### config.mk
export PLATFORM = sky130hd
export DESIGN_NAME = fcsm_core
export DESIGN_NICKNAME = d
export VERILOG_FILES = /design/src/common/fcsm_pkg.sv /design/src/core/fcsm_core.sv
export VERILOG_INCLUDE_DIRS = /design/src /design/src/common
export SDC_FILE = /design/constraint.sdc
export NUM_CORES = 1
export LEC_CHECK = 0
export BUFFER_PORTS_ARGS = -buffer_cell sky130_fd_sc_hd__clkbuf_2
export CAP_MARGIN = 0
export CORE_MARGIN = 2
export CORE_UTILIZATION = 58
export CTS_BUF_LIST = sky130_fd_sc_hd__clkbuf_2
export CTS_CLUSTER_DIAMETER = 200
export CTS_CLUSTER_SIZE = 14
export DETAILED_ROUTE_END_ITERATION = 10
export PLACE_DENSITY = 0.9
export SKIP_CTS_REPAIR_TIMING = 1
export SYNTH_ARGS = -nofsm -noshare
export SYNTH_HDL_FRONTEND = slang
export SYNTH_SLANG_ARGS = --single-unit
### constraint.sdc
create_clock -name mclk -period 6.43 [get_ports mclk]
set_clock_uncertainty 0.2 [all_clocks]
set_input_delay 1.286 -clock mclk [delete_from_list [all_inputs] [get_ports mclk]]
set_output_delay 1.286 -clock mclk [all_outputs]
set_load 0.005 [all_outputs]
### src/common/fcsm_params.svh
// Command codes, widths and reset values of the flash command sequencer
`ifndef FCSM_PARAMS_SVH
`define FCSM_PARAMS_SVH

// ============================================================
// Bus widths
`define FCSM_DATA_W          16
`define FCSM_CMD_LSB         0
`define FCSM_CMD_MSB         7

// ============================================================
// Command codes (low byte of a host write)
`define FCSM_CMD_READ_ARRAY  8'hFF
`define FCSM_CMD_PROG_SETUP  8'h40
`define FCSM_CMD_PROG_ALT    8'h10
`define FCSM_CMD_ERASE_SETUP 8'h20
`define FCSM_CMD_CONFIRM     8'hD0
`define FCSM_CMD_SUSPEND     8'hB0
`define FCSM_CMD_READ_STATUS 8'h70
`define FCSM_CMD_CLR_STATUS  8'h50
`define FCSM_CMD_READ_IDENT  8'h90

// ============================================================
// Reset values
`define FCSM_PROG_WORD_RST   16'h0000

`endif

### src/common/fcsm_pkg.sv
// Types of the flash command sequencer: states, read sources, state record
package fcsm_pkg;

    // ============================================================
    // Command state machine states
    typedef enum logic [3:0] {
        FCSM_RD_ARRAY,
        FCSM_RD_STATUS,
        FCSM_RD_IDENT,
        FCSM_PROG_SETUP,
        FCSM_PROG_BUSY,
        FCSM_PS_STATUS,
        FCSM_PS_ARRAY,
        FCSM_PS_IDENT,
        FCSM_PROG_DONE,
        FCSM_ERS_SETUP,
        FCSM_ERS_ERR,
        FCSM_ERS_BUSY,
        FCSM_ES_STATUS,
        FCSM_ES_ARRAY,
        FCSM_ES_IDENT,
        FCSM_ERS_DONE
    } fcsm_st_t;

    // ============================================================
    // What a host read returns
    typedef enum logic [1:0] {
        FCSM_SRC_ARRAY,
        FCSM_SRC_STATUS,
        FCSM_SRC_IDENT
    } fcsm_src_t;

    // ============================================================
    // Whole state of the sequencer
    typedef struct packed {
        fcsm_st_t    st;
        logic [15:0] prog_word;
        logic        prog_start;
        logic        erase_start;
        logic        suspend;
        logic        resume;
        logic        seq_err;
        logic        erase_held;
    } fcsm_regs_t;

endpackage : fcsm_pkg

### src/core/fcsm_core.sv
// Command decode and operation state machine of a parallel boot-block flash
`timescale 1ns/1ps
`include "fcsm_params.svh"

module fcsm_core (
    // Clock and reset
    input  wire logic                       mclk,
    input  wire logic                       rst_n,
    // Host write port
    input  wire logic                       cmd_we,
    input  wire logic [`FCSM_DATA_W-1:0]    cmd_data,
    // Operation engine
    input  wire logic                       op_done,
    output logic                            op_active,
    output logic                            op_is_erase,
    output logic                            prog_start,
    output logic                            erase_start,
    output logic                            op_suspend,
    output logic                            op_resume,
    output logic [`FCSM_DATA_W-1:0]         prog_word,
    // Read path and status
    output fcsm_pkg::fcsm_src_t             read_src,
    output logic                            status_ready_bit,
    output logic                            erase_seq_err
);

    // ============================================================
    // Decode helpers
    function automatic logic is_code(input logic [`FCSM_DATA_W-1:0] d, input logic [7:0] code);
        is_code = (d[`FCSM_CMD_MSB:`FCSM_CMD_LSB] == code);
    endfunction : is_code

    // Shared by every idle read state, including the done and error states
    function automatic fcsm_pkg::fcsm_st_t idle_next(input fcsm_pkg::fcsm_st_t cur,
                                                     input logic [`FCSM_DATA_W-1:0] d);
        idle_next = cur;
        if (is_code(d, `FCSM_CMD_READ_ARRAY)) begin
            idle_next = fcsm_pkg::FCSM_RD_ARRAY;
        end else if (is_code(d, `FCSM_CMD_PROG_SETUP) || is_code(d, `FCSM_CMD_PROG_ALT)) begin
            idle_next = fcsm_pkg::FCSM_PROG_SETUP;
        end else if (is_code(d, `FCSM_CMD_ERASE_SETUP)) begin
            idle_next = fcsm_pkg::FCSM_ERS_SETUP;
        end else if (is_code(d, `FCSM_CMD_SUSPEND) || is_code(d, `FCSM_CMD_CONFIRM)) begin
            idle_next = fcsm_pkg::FCSM_RD_ARRAY;
        end else if (is_code(d, `FCSM_CMD_READ_STATUS)) begin
            idle_next = fcsm_pkg::FCSM_RD_STATUS;
        end else if (is_code(d, `FCSM_CMD_CLR_STATUS)) begin
            idle_next = fcsm_pkg::FCSM_RD_ARRAY;
        end else if (is_code(d, `FCSM_CMD_READ_IDENT)) begin
            idle_next = fcsm_pkg::FCSM_RD_IDENT;
        end
    endfunction : idle_next

    // Read selection while an operation is suspended
    function automatic fcsm_pkg::fcsm_st_t susp_read(input fcsm_pkg::fcsm_st_t cur,
                                                     input logic [`FCSM_DATA_W-1:0] d,
                                                     input logic erase_side);
        susp_read = cur;
        if (is_code(d, `FCSM_CMD_READ_ARRAY) || is_code(d, `FCSM_CMD_SUSPEND)
            || is_code(d, `FCSM_CMD_CLR_STATUS)
            || (erase_side && is_code(d, `FCSM_CMD_ERASE_SETUP))) begin
            susp_read = erase_side ? fcsm_pkg::FCSM_ES_ARRAY : fcsm_pkg::FCSM_PS_ARRAY;
        end else if (is_code(d, `FCSM_CMD_READ_STATUS)) begin
            susp_read = erase_side ? fcsm_pkg::FCSM_ES_STATUS : fcsm_pkg::FCSM_PS_STATUS;
        end else if (is_code(d, `FCSM_CMD_READ_IDENT)) begin
            susp_read = erase_side ? fcsm_pkg::FCSM_ES_IDENT : fcsm_pkg::FCSM_PS_IDENT;
        end
    endfunction : susp_read

    // ============================================================
    // State
    fcsm_pkg::fcsm_regs_t regs_r;
    fcsm_pkg::fcsm_regs_t regs_nxt;

    logic in_prog_susp;
    logic in_ers_susp;
    logic in_busy;

    assign in_prog_susp = (regs_r.st == fcsm_pkg::FCSM_PS_STATUS) || (regs_r.st == fcsm_pkg::FCSM_PS_ARRAY)
                          || (regs_r.st == fcsm_pkg::FCSM_PS_IDENT);
    assign in_ers_susp  = (regs_r.st == fcsm_pkg::FCSM_ES_STATUS) || (regs_r.st == fcsm_pkg::FCSM_ES_ARRAY)
                          || (regs_r.st == fcsm_pkg::FCSM_ES_IDENT);
    assign in_busy      = (regs_r.st == fcsm_pkg::FCSM_PROG_BUSY) || (regs_r.st == fcsm_pkg::FCSM_ERS_BUSY);

    // ============================================================
    // Next state
    always_comb begin
        regs_nxt             = regs_r;
        regs_nxt.prog_start  = 1'b0;
        regs_nxt.erase_start = 1'b0;
        regs_nxt.suspend     = 1'b0;
        regs_nxt.resume      = 1'b0;
        case (regs_r.st)
            fcsm_pkg::FCSM_RD_ARRAY, fcsm_pkg::FCSM_RD_STATUS, fcsm_pkg::FCSM_RD_IDENT,
            fcsm_pkg::FCSM_PROG_DONE, fcsm_pkg::FCSM_ERS_ERR, fcsm_pkg::FCSM_ERS_DONE: begin
                if (cmd_we) begin
                    regs_nxt.st = idle_next(regs_r.st, cmd_data);
                    if (is_code(cmd_data, `FCSM_CMD_CLR_STATUS)) begin
                        regs_nxt.seq_err = 1'b0;
                    end
                end
            end
            fcsm_pkg::FCSM_PROG_SETUP: begin
                if (cmd_we) begin
                    // Any value is data here, even one that looks like a command
                    regs_nxt.prog_word  = cmd_data;
                    regs_nxt.prog_start = 1'b1;
                    regs_nxt.st         = fcsm_pkg::FCSM_PROG_BUSY;
                end
            end
            fcsm_pkg::FCSM_PROG_BUSY: begin
                // Completion outranks a write landing in the same cycle
                if (op_done) begin
                    regs_nxt.st = regs_r.erase_held ? fcsm_pkg::FCSM_ES_STATUS
                                                    : fcsm_pkg::FCSM_PROG_DONE;
                end else if (cmd_we && is_code(cmd_data, `FCSM_CMD_SUSPEND)) begin
                    regs_nxt.st      = fcsm_pkg::FCSM_PS_STATUS;
                    regs_nxt.suspend = 1'b1;
                end
            end
            fcsm_pkg::FCSM_PS_STATUS, fcsm_pkg::FCSM_PS_ARRAY, fcsm_pkg::FCSM_PS_IDENT: begin
                if (cmd_we) begin
                    if (is_code(cmd_data, `FCSM_CMD_CONFIRM)) begin
                        regs_nxt.st     = fcsm_pkg::FCSM_PROG_BUSY;
                        regs_nxt.resume = 1'b1;
                    end else begin
                        regs_nxt.st = susp_read(regs_r.st, cmd_data, 1'b0);
                    end
                end
            end
            fcsm_pkg::FCSM_ERS_SETUP: begin
                if (cmd_we) begin
                    if (is_code(cmd_data, `FCSM_CMD_CONFIRM)) begin
                        regs_nxt.st          = fcsm_pkg::FCSM_ERS_BUSY;
                        regs_nxt.erase_start = 1'b1;
                    end else begin
                        regs_nxt.st      = fcsm_pkg::FCSM_ERS_ERR;
                        regs_nxt.seq_err = 1'b1;
                    end
                end
            end
            fcsm_pkg::FCSM_ERS_BUSY: begin
                if (op_done) begin
                    regs_nxt.st = fcsm_pkg::FCSM_ERS_DONE;
                end else if (cmd_we && is_code(cmd_data, `FCSM_CMD_SUSPEND)) begin
                    regs_nxt.st         = fcsm_pkg::FCSM_ES_STATUS;
                    regs_nxt.suspend    = 1'b1;
                    regs_nxt.erase_held = 1'b1;
                end
            end
            fcsm_pkg::FCSM_ES_STATUS, fcsm_pkg::FCSM_ES_ARRAY, fcsm_pkg::FCSM_ES_IDENT: begin
                if (cmd_we) begin
                    if (is_code(cmd_data, `FCSM_CMD_CONFIRM)) begin
                        regs_nxt.st         = fcsm_pkg::FCSM_ERS_BUSY;
                        regs_nxt.resume     = 1'b1;
                        regs_nxt.erase_held = 1'b0;
                    end else if (is_code(cmd_data, `FCSM_CMD_PROG_SETUP)
                                 || is_code(cmd_data, `FCSM_CMD_PROG_ALT)) begin
                        regs_nxt.st = fcsm_pkg::FCSM_PROG_SETUP;
                    end else begin
                        regs_nxt.st = susp_read(regs_r.st, cmd_data, 1'b1);
                    end
                end
            end
            default: begin
                regs_nxt.st = fcsm_pkg::FCSM_RD_ARRAY;
            end
        endcase
    end

    always_ff @(posedge mclk or negedge rst_n) begin
        if (!rst_n) begin
            regs_r.st          <= fcsm_pkg::FCSM_RD_ARRAY;
            regs_r.prog_word   <= `FCSM_PROG_WORD_RST;
            regs_r.prog_start  <= 1'b0;
            regs_r.erase_start <= 1'b0;
            regs_r.suspend     <= 1'b0;
            regs_r.resume      <= 1'b0;
            regs_r.seq_err     <= 1'b0;
            regs_r.erase_held  <= 1'b0;
        end else begin
            regs_r <= regs_nxt;
        end
    end

    // ============================================================
    // Outputs
    always_comb begin
        case (regs_r.st)
            fcsm_pkg::FCSM_RD_ARRAY, fcsm_pkg::FCSM_PS_ARRAY, fcsm_pkg::FCSM_ES_ARRAY: begin
                read_src = fcsm_pkg::FCSM_SRC_ARRAY;
            end
            fcsm_pkg::FCSM_RD_IDENT, fcsm_pkg::FCSM_PS_IDENT, fcsm_pkg::FCSM_ES_IDENT: begin
                read_src = fcsm_pkg::FCSM_SRC_IDENT;
            end
            default: begin
                read_src = fcsm_pkg::FCSM_SRC_STATUS;
            end
        endcase
    end

    // Ready is low only while the engine actually runs
    assign status_ready_bit = !in_busy;
    assign op_active        = in_busy;
    assign op_is_erase      = (regs_r.st == fcsm_pkg::FCSM_ERS_BUSY) || in_ers_susp;
    assign prog_start       = regs_r.prog_start;
    assign erase_start      = regs_r.erase_start;
    assign op_suspend       = regs_r.suspend;
    assign op_resume        = regs_r.resume;
    assign prog_word        = regs_r.prog_word;
    assign erase_seq_err    = regs_r.seq_err;

    // Idle read states decode commands alike
    logic in_idle;
    assign in_idle = (regs_r.st == fcsm_pkg::FCSM_RD_ARRAY) || (regs_r.st == fcsm_pkg::FCSM_RD_STATUS)
                     || (regs_r.st == fcsm_pkg::FCSM_RD_IDENT) || (regs_r.st == fcsm_pkg::FCSM_PROG_DONE)
                     || (regs_r.st == fcsm_pkg::FCSM_ERS_ERR) || (regs_r.st == fcsm_pkg::FCSM_ERS_DONE);
endmodule : fcsm_core

## Yosys cells after proc, flatten, opt, wreduce, memory -nomap -nowiden

Cells that the tools add are included.

- Equal/unequal tests: 39
- Muxes and demuxes: 47
- Reduce and logical (&&, ||, !) cells: 25

Operators by type and width:

| operator | count |
|---|---|
| $mux W4 | 24 |
| $eq A4 B4 Y1 const B | 8 |
| $eq A8 B8 Y1 const B | 4 |
| $pmux W4 S7 | 1 |
| $eq A8 B7 Y1 const B | 3 |
| $mux W21 | 1 |
| $ne A2 B2 Y1 const B | 9 |
| $mux W1 | 17 |
| $eq A4 B3 Y1 const B | 4 |
| $reduce_or A3 Y1 | 4 |
| $reduce_or A6 Y1 | 2 |
| $reduce_and A10 Y1 | 1 |
| $reduce_and A5 Y1 | 2 |
| $logic_or A1 B1 Y1 | 9 |
| $eq A4 B2 Y1 const B | 2 |
| $eq A8 B5 Y1 const B | 1 |
| $eq A8 B6 Y1 const B | 1 |
| $ne A8 B8 Y1 const B | 1 |
| $ne A3 B2 Y1 const B | 2 |
| $ne A6 B6 Y1 const B | 1 |
| $ne A5 B5 Y1 const B | 1 |
| $eq A4 B1 Y1 const B | 1 |
| $logic_not A4 Y1 | 1 |
| $pmux W1 S2 | 2 |
| other kinds (8) | 9 |

- Bits in registers: 26
- Output and inout bits: 26
- Word-level logic and storage cells: 119

## Logic depth before layout (Yosys ltp)

Gate-level depths: netlist of the first run.

- Word-level depth: 10
- Depth in mapped cells: 8
- Gate-level depth less buffers: 6

## Worst setup path before layout of the first run

OpenSTA, ideal clock, no wires.

- Kind: input to register
- Start: input cmd_data[0]
- End: register regs_r[25] (netlist bit)
- Required time: 6.105 ns
- Setup time: 0.125 ns
- Path slack: 3.258 ns
- Data arrival time: 2.847 ns
- Cell stages on the path: 7
- Path buffers: 1
- Cell sequence: or4_4 > buf_6 > or4_4 > a32oi_1 > nor2_1 > a31oi_1 > o21ai_1

- Cells in the longest elaborated chain, start to end: 9
- Elaborated cells on any way between the ends: 38
- Classes of those cells: eq/ne: 14; mux: 17; reduce/logical: 7

RTL lines:

| element | line | text |
|---|---|---|
| start, declared | fcsm_core.sv:11 | `` input wire logic [`FCSM_DATA_W-1:0] cmd_data, `` |
| $eq A8 B7 Y1 / $eq A8 B8 Y1 (equally long branches) | fcsm_core.sv:30 | `` is_code = (d[`FCSM_CMD_MSB:`FCSM_CMD_LSB] == code); `` |
| $mux W4 / $logic_or A1 B1 Y1 (equally long branches) | fcsm_core.sv:47, fcsm_core.sv:59 |  |
| $mux W4 / $logic_or A1 B1 Y1 (equally long branches) | fcsm_core.sv:45, fcsm_core.sv:59 |  |
| $mux W4 / $logic_or A1 B1 Y1 (equally long branches) | fcsm_core.sv:43, fcsm_core.sv:59 |  |
| $mux W4 (on tied branches) | fcsm_core.sv:41, fcsm_core.sv:59 |  |
| $mux W4 (on tied branches) | fcsm_core.sv:39, fcsm_core.sv:157 |  |
| $mux W4 (on tied branches) | fcsm_core.sv:37, fcsm_core.sv:153 |  |
| $mux W4 (on tied branches) | fcsm_core.sv:96, fcsm_core.sv:152 |  |
| $pmux W4 S7 | fcsm_core.sv:93 | `case (regs_r.st)` |
| end signal, assigned | fcsm_core.sv:182 | `regs_r <= regs_nxt;` |
| end, declared | fcsm_core.sv:72 | `fcsm_pkg::fcsm_regs_t regs_r;` |

Parallel ways exist; a longest one is shown, timed or not. The select of a mux whose other input is x is not followed.
A chain may end at the register's enable or synchronous reset.

## Worst setup path after layout of the first run

- Start: register regs_r[24] (netlist bit)
- End: output status_ready_bit

- Cells in the longest elaborated chain, start to end: 3
- Elaborated cells on any way between the ends: 4
- Classes of those cells: eq/ne: 2; reduce/logical: 2

RTL lines:

| element | line | text |
|---|---|---|
| $eq A4 B3 Y1 / $eq A4 B4 Y1 (equally long branches) | fcsm_core.sv:83 | `assign in_busy = (regs_r.st == fcsm_pkg::FCSM_PROG_BUSY) \|\| (regs_r.st == fcsm_pkg::FCSM_ERS_BUSY);` |
| $logic_or A1 B1 Y1 (*) | fcsm_core.sv:83 |  |
| $logic_not A1 Y1 (*) | fcsm_core.sv:203 | `assign status_ready_bit = !in_busy;` |
| end, declared | fcsm_core.sv:23 | `output logic status_ready_bit,` |

Mark *: on every way between the ends. The rest lies on a longest branch, timed or not.

==> results of run 1 <==
cells in the mapped netlist (2+ instances only):
library cell	instances
a31oi_1	2
xor2_1	4
a41oi_1	2
clkbuf_1	10
o21ai_0	9
nand4b_1	2
nor2_1	13
mux2_1	2
mux2_2	7
and4b_1	2
xnor2_1	4
inv_1	5
nor2b_1	3
o211ai_1	2
a311oi_1	2
o21ai_1	3
dfrtp_1	26
nor4_1	2
nor3_1	2
o21bai_1	2
buf_4	16
a21o_1	2
nand2b_1	5
nand3_1	8
or4_4	2
nand2_1	35
a21oi_1	11
cells by family after synthesis:
group,count (synthesis),synth area share [%]
buffers and inverters,34,11.5
flip-flops,26,38.1
AND/OR/NAND/NOR,83,24.8
AO/OA/AOI/OAI,41,15.0
XOR/XNOR,8,4.10
multiplexers,10,6.52
power groups by stage:
| stage | sequential [uW] | combinational [uW] | clock (uW) |
|---|---|---|---|
| floorplan | 206 | 113 | 0 |
| global placement | 221 | 116 | 0 |
| detailed placement | 223 | 120 | 0 |
| CTS | 219 | 120 | 103 |
| global route | 225 | 134 | 110 |
| finish | 220 | 119 | 102 |
routing by layer:
layer  global-route usage [%]  share of wire [%]
met1                     28.7                 44
met4                     2.66               0.49
met3                     4.24                5.9
met2                     40.0                 50
met5                        0                  0
registers in the layout (all words and copies together), names as in the netlist:
name / flops
prog_start: 1
prog_word: 16
erase_seq_err: 1
regs_r: 5
op_resume: 1
erase_start: 1
op_suspend: 1
critical path: stages (launching register included):
cell,delay [ns]
dfrtp_1,0.68
nor4b_1,0.56
or2_1,0.24
inv_1,0.05
clkbuf_2,0.10
worst max path at each step:
stage,slack (ns),end,depth (start not counted),start
5_1_grt,2.77,status_ready_bit,4,regs_r[24]
4_1_cts,2.97,status_ready_bit,4,regs_r[24]
3_5_place_dp,3.10,regs_r[25],7,cmd_data[0]
2_1_floorplan,3.26,regs_r[25],7,cmd_data[0]
3_3_place_gp,3.15,regs_r[25],7,cmd_data[0]
6_report,2.97,status_ready_bit,4,regs_r[24]
cell type report:
type	instances	area (sq um)	share of cell area, %
Clock buffer	3	15.0	0.815
Clock inverter	1	30.0	1.63
Inverter	6	22.5	1.22
Multi-Input combinational cell	142	861	46.7
Sequential cell	26	651	35.3
Tap cell	31	38.8	2.10
Timing Repair Buffer	45	225	12.2
stage by stage:
| stage | hold slack, ns | instance area (sq um) |
|---|---|---|
| 5_1_grt | 0.349 | 1840 |
| 6_report | 0.307 | 1840 |
| 4_1_cts | 0.314 | 1840 |
| 2_1_floorplan | 0.247 | 1710 |
| 3_3_place_gp | 0.258 | 1800 |
| 3_5_place_dp | 0.263 | 1800 |
==> metrics.txt, run 1 <==
status=complete, no violations; Seq/Total Area, Yosys=a little under two fifths; Final Critical Period=around 3.5 ns; ys flop type=dfrtp_1; Leak=just under 0.0009 uW; Hold Path Origin=prog_word[15]; Crit. End Element=output pin; initial core utilization=about three fifths; via count=roughly 1500; Clock power frac=between 20% and 30%; Int Power=a little over 300 uW; fin nets=between 200 and 250; Required @ worst endpoint=4.94 ns; DP HPWL=between 2000 and 3000 um; worst rel slew slack=~56%; chip height=between 50 and 60 um; CTS Sinks=26; Switching Share=between 30% and 40%; H-tree Lvls=1; synth warn=0; share of layout cells above drive strength 1=about 28%; WP data arrival=just under 2 ns; GPL Wtd Cong=0.907; Initial DRT Pass Iterations=4; Antenna Nets Post-Route=0; reg2reg end=prog_word[7]; Combinational Power Share=27.0%; clk root buf=clkbuf_2; CTS tree=built; vias in the first global route=between 1000 and 1500; post-route worst setup slack=around 3 ns; Port Buffers=45; Critical Path Source Type=flip-flop; hold worst-path end=prog_word[15]; Non-Filler Instances=approximately 250; crit-path max FO=16; PwrDens=roughly 240 nW/um^2; Total Power=around 440 uW; Reg2Reg Depth=3; placed cells=between 200 and 300; R2R setup slack=between 3 and 4 ns; commonest cells after routing, fill and taps aside=clkbuf_2, nand2_1, dfrtp_1, nor2_1, a21oi_1; final-report setup violation count=0; Worst Tran Pin Value=around 0.66 ns; Cell variety after synth=46; Net Sw Power=about 140 uW; Synth top area share=38.1%; Final Max Slew Viols=0; RR Startpoint=regs_r[22]; Vias/cell=5.83; Place WS=3.10 ns; Area Growth Syn to Fin=7.91%; Worst-path clk slew=0.25 ns; dominant cells by area after synthesis=dfrtp_1, nand2_1, buf_4; io pins=46; period utilization=between 50% and 60%; peak supply drop=approximately 0.00016 V; Worst-Skew Late Latency=around 0.34 ns; core area=roughly 2800 sq um; largest net degree at the start of global routing=27; CTS Buf Count=3; drc violations=0; #FFs+latches synth=26; DR WL/cell=13.6 um; Tot GR Track Use=22.3%; RSZ-0062 raised after global routing=false; die area=approximately 3400 sq um; CP Class=flip-flop to output pin; row count=19; Cells after Synth=roughly 200; die width=approximately 60 um; antenna violations before repair=0; Synth area leader=dfrtp_1; maxcap violations=0; Peak Freq=289 MHz; Worst Hold Class=flip-flop to flip-flop; Syn Area/Cell=8.45 sq um; DRT Wirelength=3460 um; Synth Net Count=roughly 220; final hold viol count=0; ant diodes=0; grt ovf=0; worst hold stages=2; Fillers=~240; asr flop ratio synth=100%; Max clock buf depth=2; TNS Setup=0 ns; Seq pwr share=around half; Post-Synthesis Cell Area=1710 sq um; DRT iter0 DRCs=38; Final Core Density=around 66%; first-pass GRT wire length=~6100 um; commonest non-fill, non-tap cell in the layout=clkbuf_2; EDFF count, synth=0
No activity file was read; power rests on OpenSTA's default activity.
==> inputs of run 2 (changes only) <==
CORE_UTILIZATION = 49   (was 58)
PLACE_DENSITY = 0.81   (was 0.9)
clock period = 3 ns   (was 6.43 ns; I/O delays follow)
==> run 2 against run 1 <==
Against the previous run:
- total power up 110%
- setup slack lost 2.7 ns
- register-to-register slack got worse by 3.4 ns
- combinational power is 130% higher
- largest power group unchanged
==> metrics.txt, run 2 (synthesized netlist as in run 1, its figures left out) <==
WP buf/inv=2 (unchanged); Critical Path Source Type=flip-flop; clk root buf=clkbuf_2; Vias/cell=5.47 (-6.1%); R2R setup slack=0.56 ns (-3.40 ns); GPL Wtd Cong=0.926 (+2.1%); share of layout cells above drive strength 1=29.2% (+1.4 points); final hold viol count=0 (unchanged); CP max stage delay=0.59 ns (-0.09 ns); Tot GR Track Use=19.2% (-3.1 points); io pins=46 (unchanged); GRT Max-Usage Layer=met2; die width=63.0 um (+8.2%); Worst Hold Class=input port to asynchronous set/reset pin; DRT Wirelength=3610 um (+4.2%); chip height=63.0 um (+8.2%); max reg flops=16 (unchanged); commonest cells after routing, fill and taps aside=clkbuf_2, nand2_1, dfrtp_1, nor2_1, a21oi_1; antenna violations before repair=0 (unchanged); crit path launch=regs_r[23]; Worst-path clk slew=0.23 ns (-0.02 ns); DR WL/cell=13.3 um (-2.7%); row count=21 (+2); M1 GR Usage=27.2% (-1.4 points); RR Startpoint=regs_r[23]; period utilization=between 80% and 90%; Crit. End Element=output pin; Area Growth Syn to Fin=10.7%; CTS tree=built; Leak=0.000908 uW (+1.9%); reg2reg end=prog_word[7]; DRT iter0 DRCs=87 (+130%); die area=3970 sq um (+17%); fin nets=247 (+1.2%); TNS Setup=0 ns (unchanged); vias in the first global route=1328 (-4.1%); CP Class=flip-flop to output pin; Final Max Slew Viols=0 (unchanged); largest net degree at the start of global routing=27 (unchanged); Fin Hold WS=0.0284 ns (-0.278 ns); peak supply drop=0.000319 V (+98%); M3 GR Usage=3.96% (-0.28 points); Net Sw Power=290 uW (+110%); met2 Use GR=29.9% (-10 points); crit-path max FO=14 (-2); status=complete, no violations; Switching Share=30.6% (-0.59 points); Worst-Skew Late Latency=0.34 ns (about the same); Worst Tran Pin Value=0.657 ns (-0.00236 ns); maxcap violations=0 (unchanged); Int Power=656 uW (+120%); RSZ-0062 raised after global routing=false; Seq pwr share=48.6% (-1.3 points); first-pass GRT wire length=6220 um (+2.8%); Combinational Power Share=28.8% (+1.8 points); Worst path slowest cell=dfrtp_1; via count=1488 (+0.54%); Fillers=312 (+28%); Peak Freq=between 300 and 400 MHz; Cell Chain, Critical Path=nor4b_2, or2_1, inv_1, clkbuf_2; CTS Buf Count=3 (unchanged); Final Critical Period=about 2.7 ns; PwrDens=500 nW/um^2 (+110%); commonest non-fill, non-tap cell in the layout=clkbuf_2; register area=651 sq um (unchanged); ant diodes=0 (unchanged); CTS Sinks=26 (unchanged); Port Buffers=45 (unchanged); Required @ worst endpoint=2.20 ns (-2.74 ns); drc violations=0 (unchanged); core area=3340 sq um (+20%); Clock power frac=22.6% (-0.6 points); WP data arrival=1.89 ns (-0.09 ns); Max clock buf depth=2 (unchanged); Multi-input gate area=867 sq um (+0.73%); Initial DRT Pass Iterations=4 (unchanged); critical path depth=4 (unchanged); Biggest register=prog_word; Top Family by Delay on Critical Path=simple AND/OR/NAND/NOR gates; worst rel slew slack=56.2% (+0.16 points); Reg2Reg Depth=3 (unchanged); initial core utilization=51.2% (-10 points); Antenna Nets Post-Route=0 (unchanged); final-report setup violation count=0 (unchanged); grt ovf=0 (unchanged); DP HPWL=2740 um (+5.6%); Largest regs=prog_word x16, regs_r x5; H-tree Lvls=1 (unchanged); crit path to=status_ready_bit
run 2: cell count changes in the layout (fill, tap and decap cells not counted), sizes merged:
cell | previous run | this run
buf | 0 | 3
run 2: worst register-to-register path, delay by kind of cell (launching register included):
kind / cells / cell delay, ns
DFF: 1 / 0.66
and+or+nand+nor: 2 / 1.07
muxes: 1 / 0.43
run 2: per-layer routing:
layer	up-vias	part of all wire [%]
met2	54	48
li1	735	-
met3	8	7.1
met1	691	44
met4	0	1.1
met5	-	0
run 2: worst min-delay path by stage:
| stage | from | endpoint | slack [ns] |
|---|---|---|---|
| after floorplan | rst_n | erase_seq_err | 0.10 |
| after global placement | prog_word[8] | prog_word[8] | 0.26 |
| after detailed placement | prog_word[15] | prog_word[15] | 0.26 |
| after CTS | rst_n | prog_word[1] | 0.02 |
| after global routing | rst_n | prog_start | 0.01 |
| final | rst_n | prog_word[0] | 0.03 |
run 2: final cells by class:
type	count	share of cell area (%)
Multi-Input combinational cell	142	45.9
Sequential cell	26	34.4
Timing Repair Buffer	48	13.1
Tap cell	46	3.04
Clock inverter	1	1.59
Inverter	6	1.19
Clock buffer	3	0.794
run 2: power by group through the flow:
stage / registers [uW] / clock network [uW] / logic [uW]
global route: 471 / 238 / 306
CTS: 458 / 221 / 274
finish: 460 / 213 / 272
floorplan: 442 / 0 / 242
detailed placement: 466 / 0 / 274
global placement: 463 / 0 / 270
run 2: through the flow:
| stage | cell area, sq um | power [uW] | util (%) | cells | worst slack [ns] |
|---|---|---|---|---|---|
| 3_5_place_dp | 1840 | 740 | 55.1 | 268 | 0.370 |
| 6_report | 1890 | 946 | 56.7 | 272 | 0.305 |
| 4_1_cts | 1880 | 954 | 56.5 | 272 | 0.115 |
| 5_1_grt | 1890 | 1010 | 56.7 | 272 | 0.132 |
| 3_3_place_gp | 1840 | 734 | 55.1 | 268 | 0.392 |
| 2_1_floorplan | 1710 | 684 | - | 202 | 0.514 |
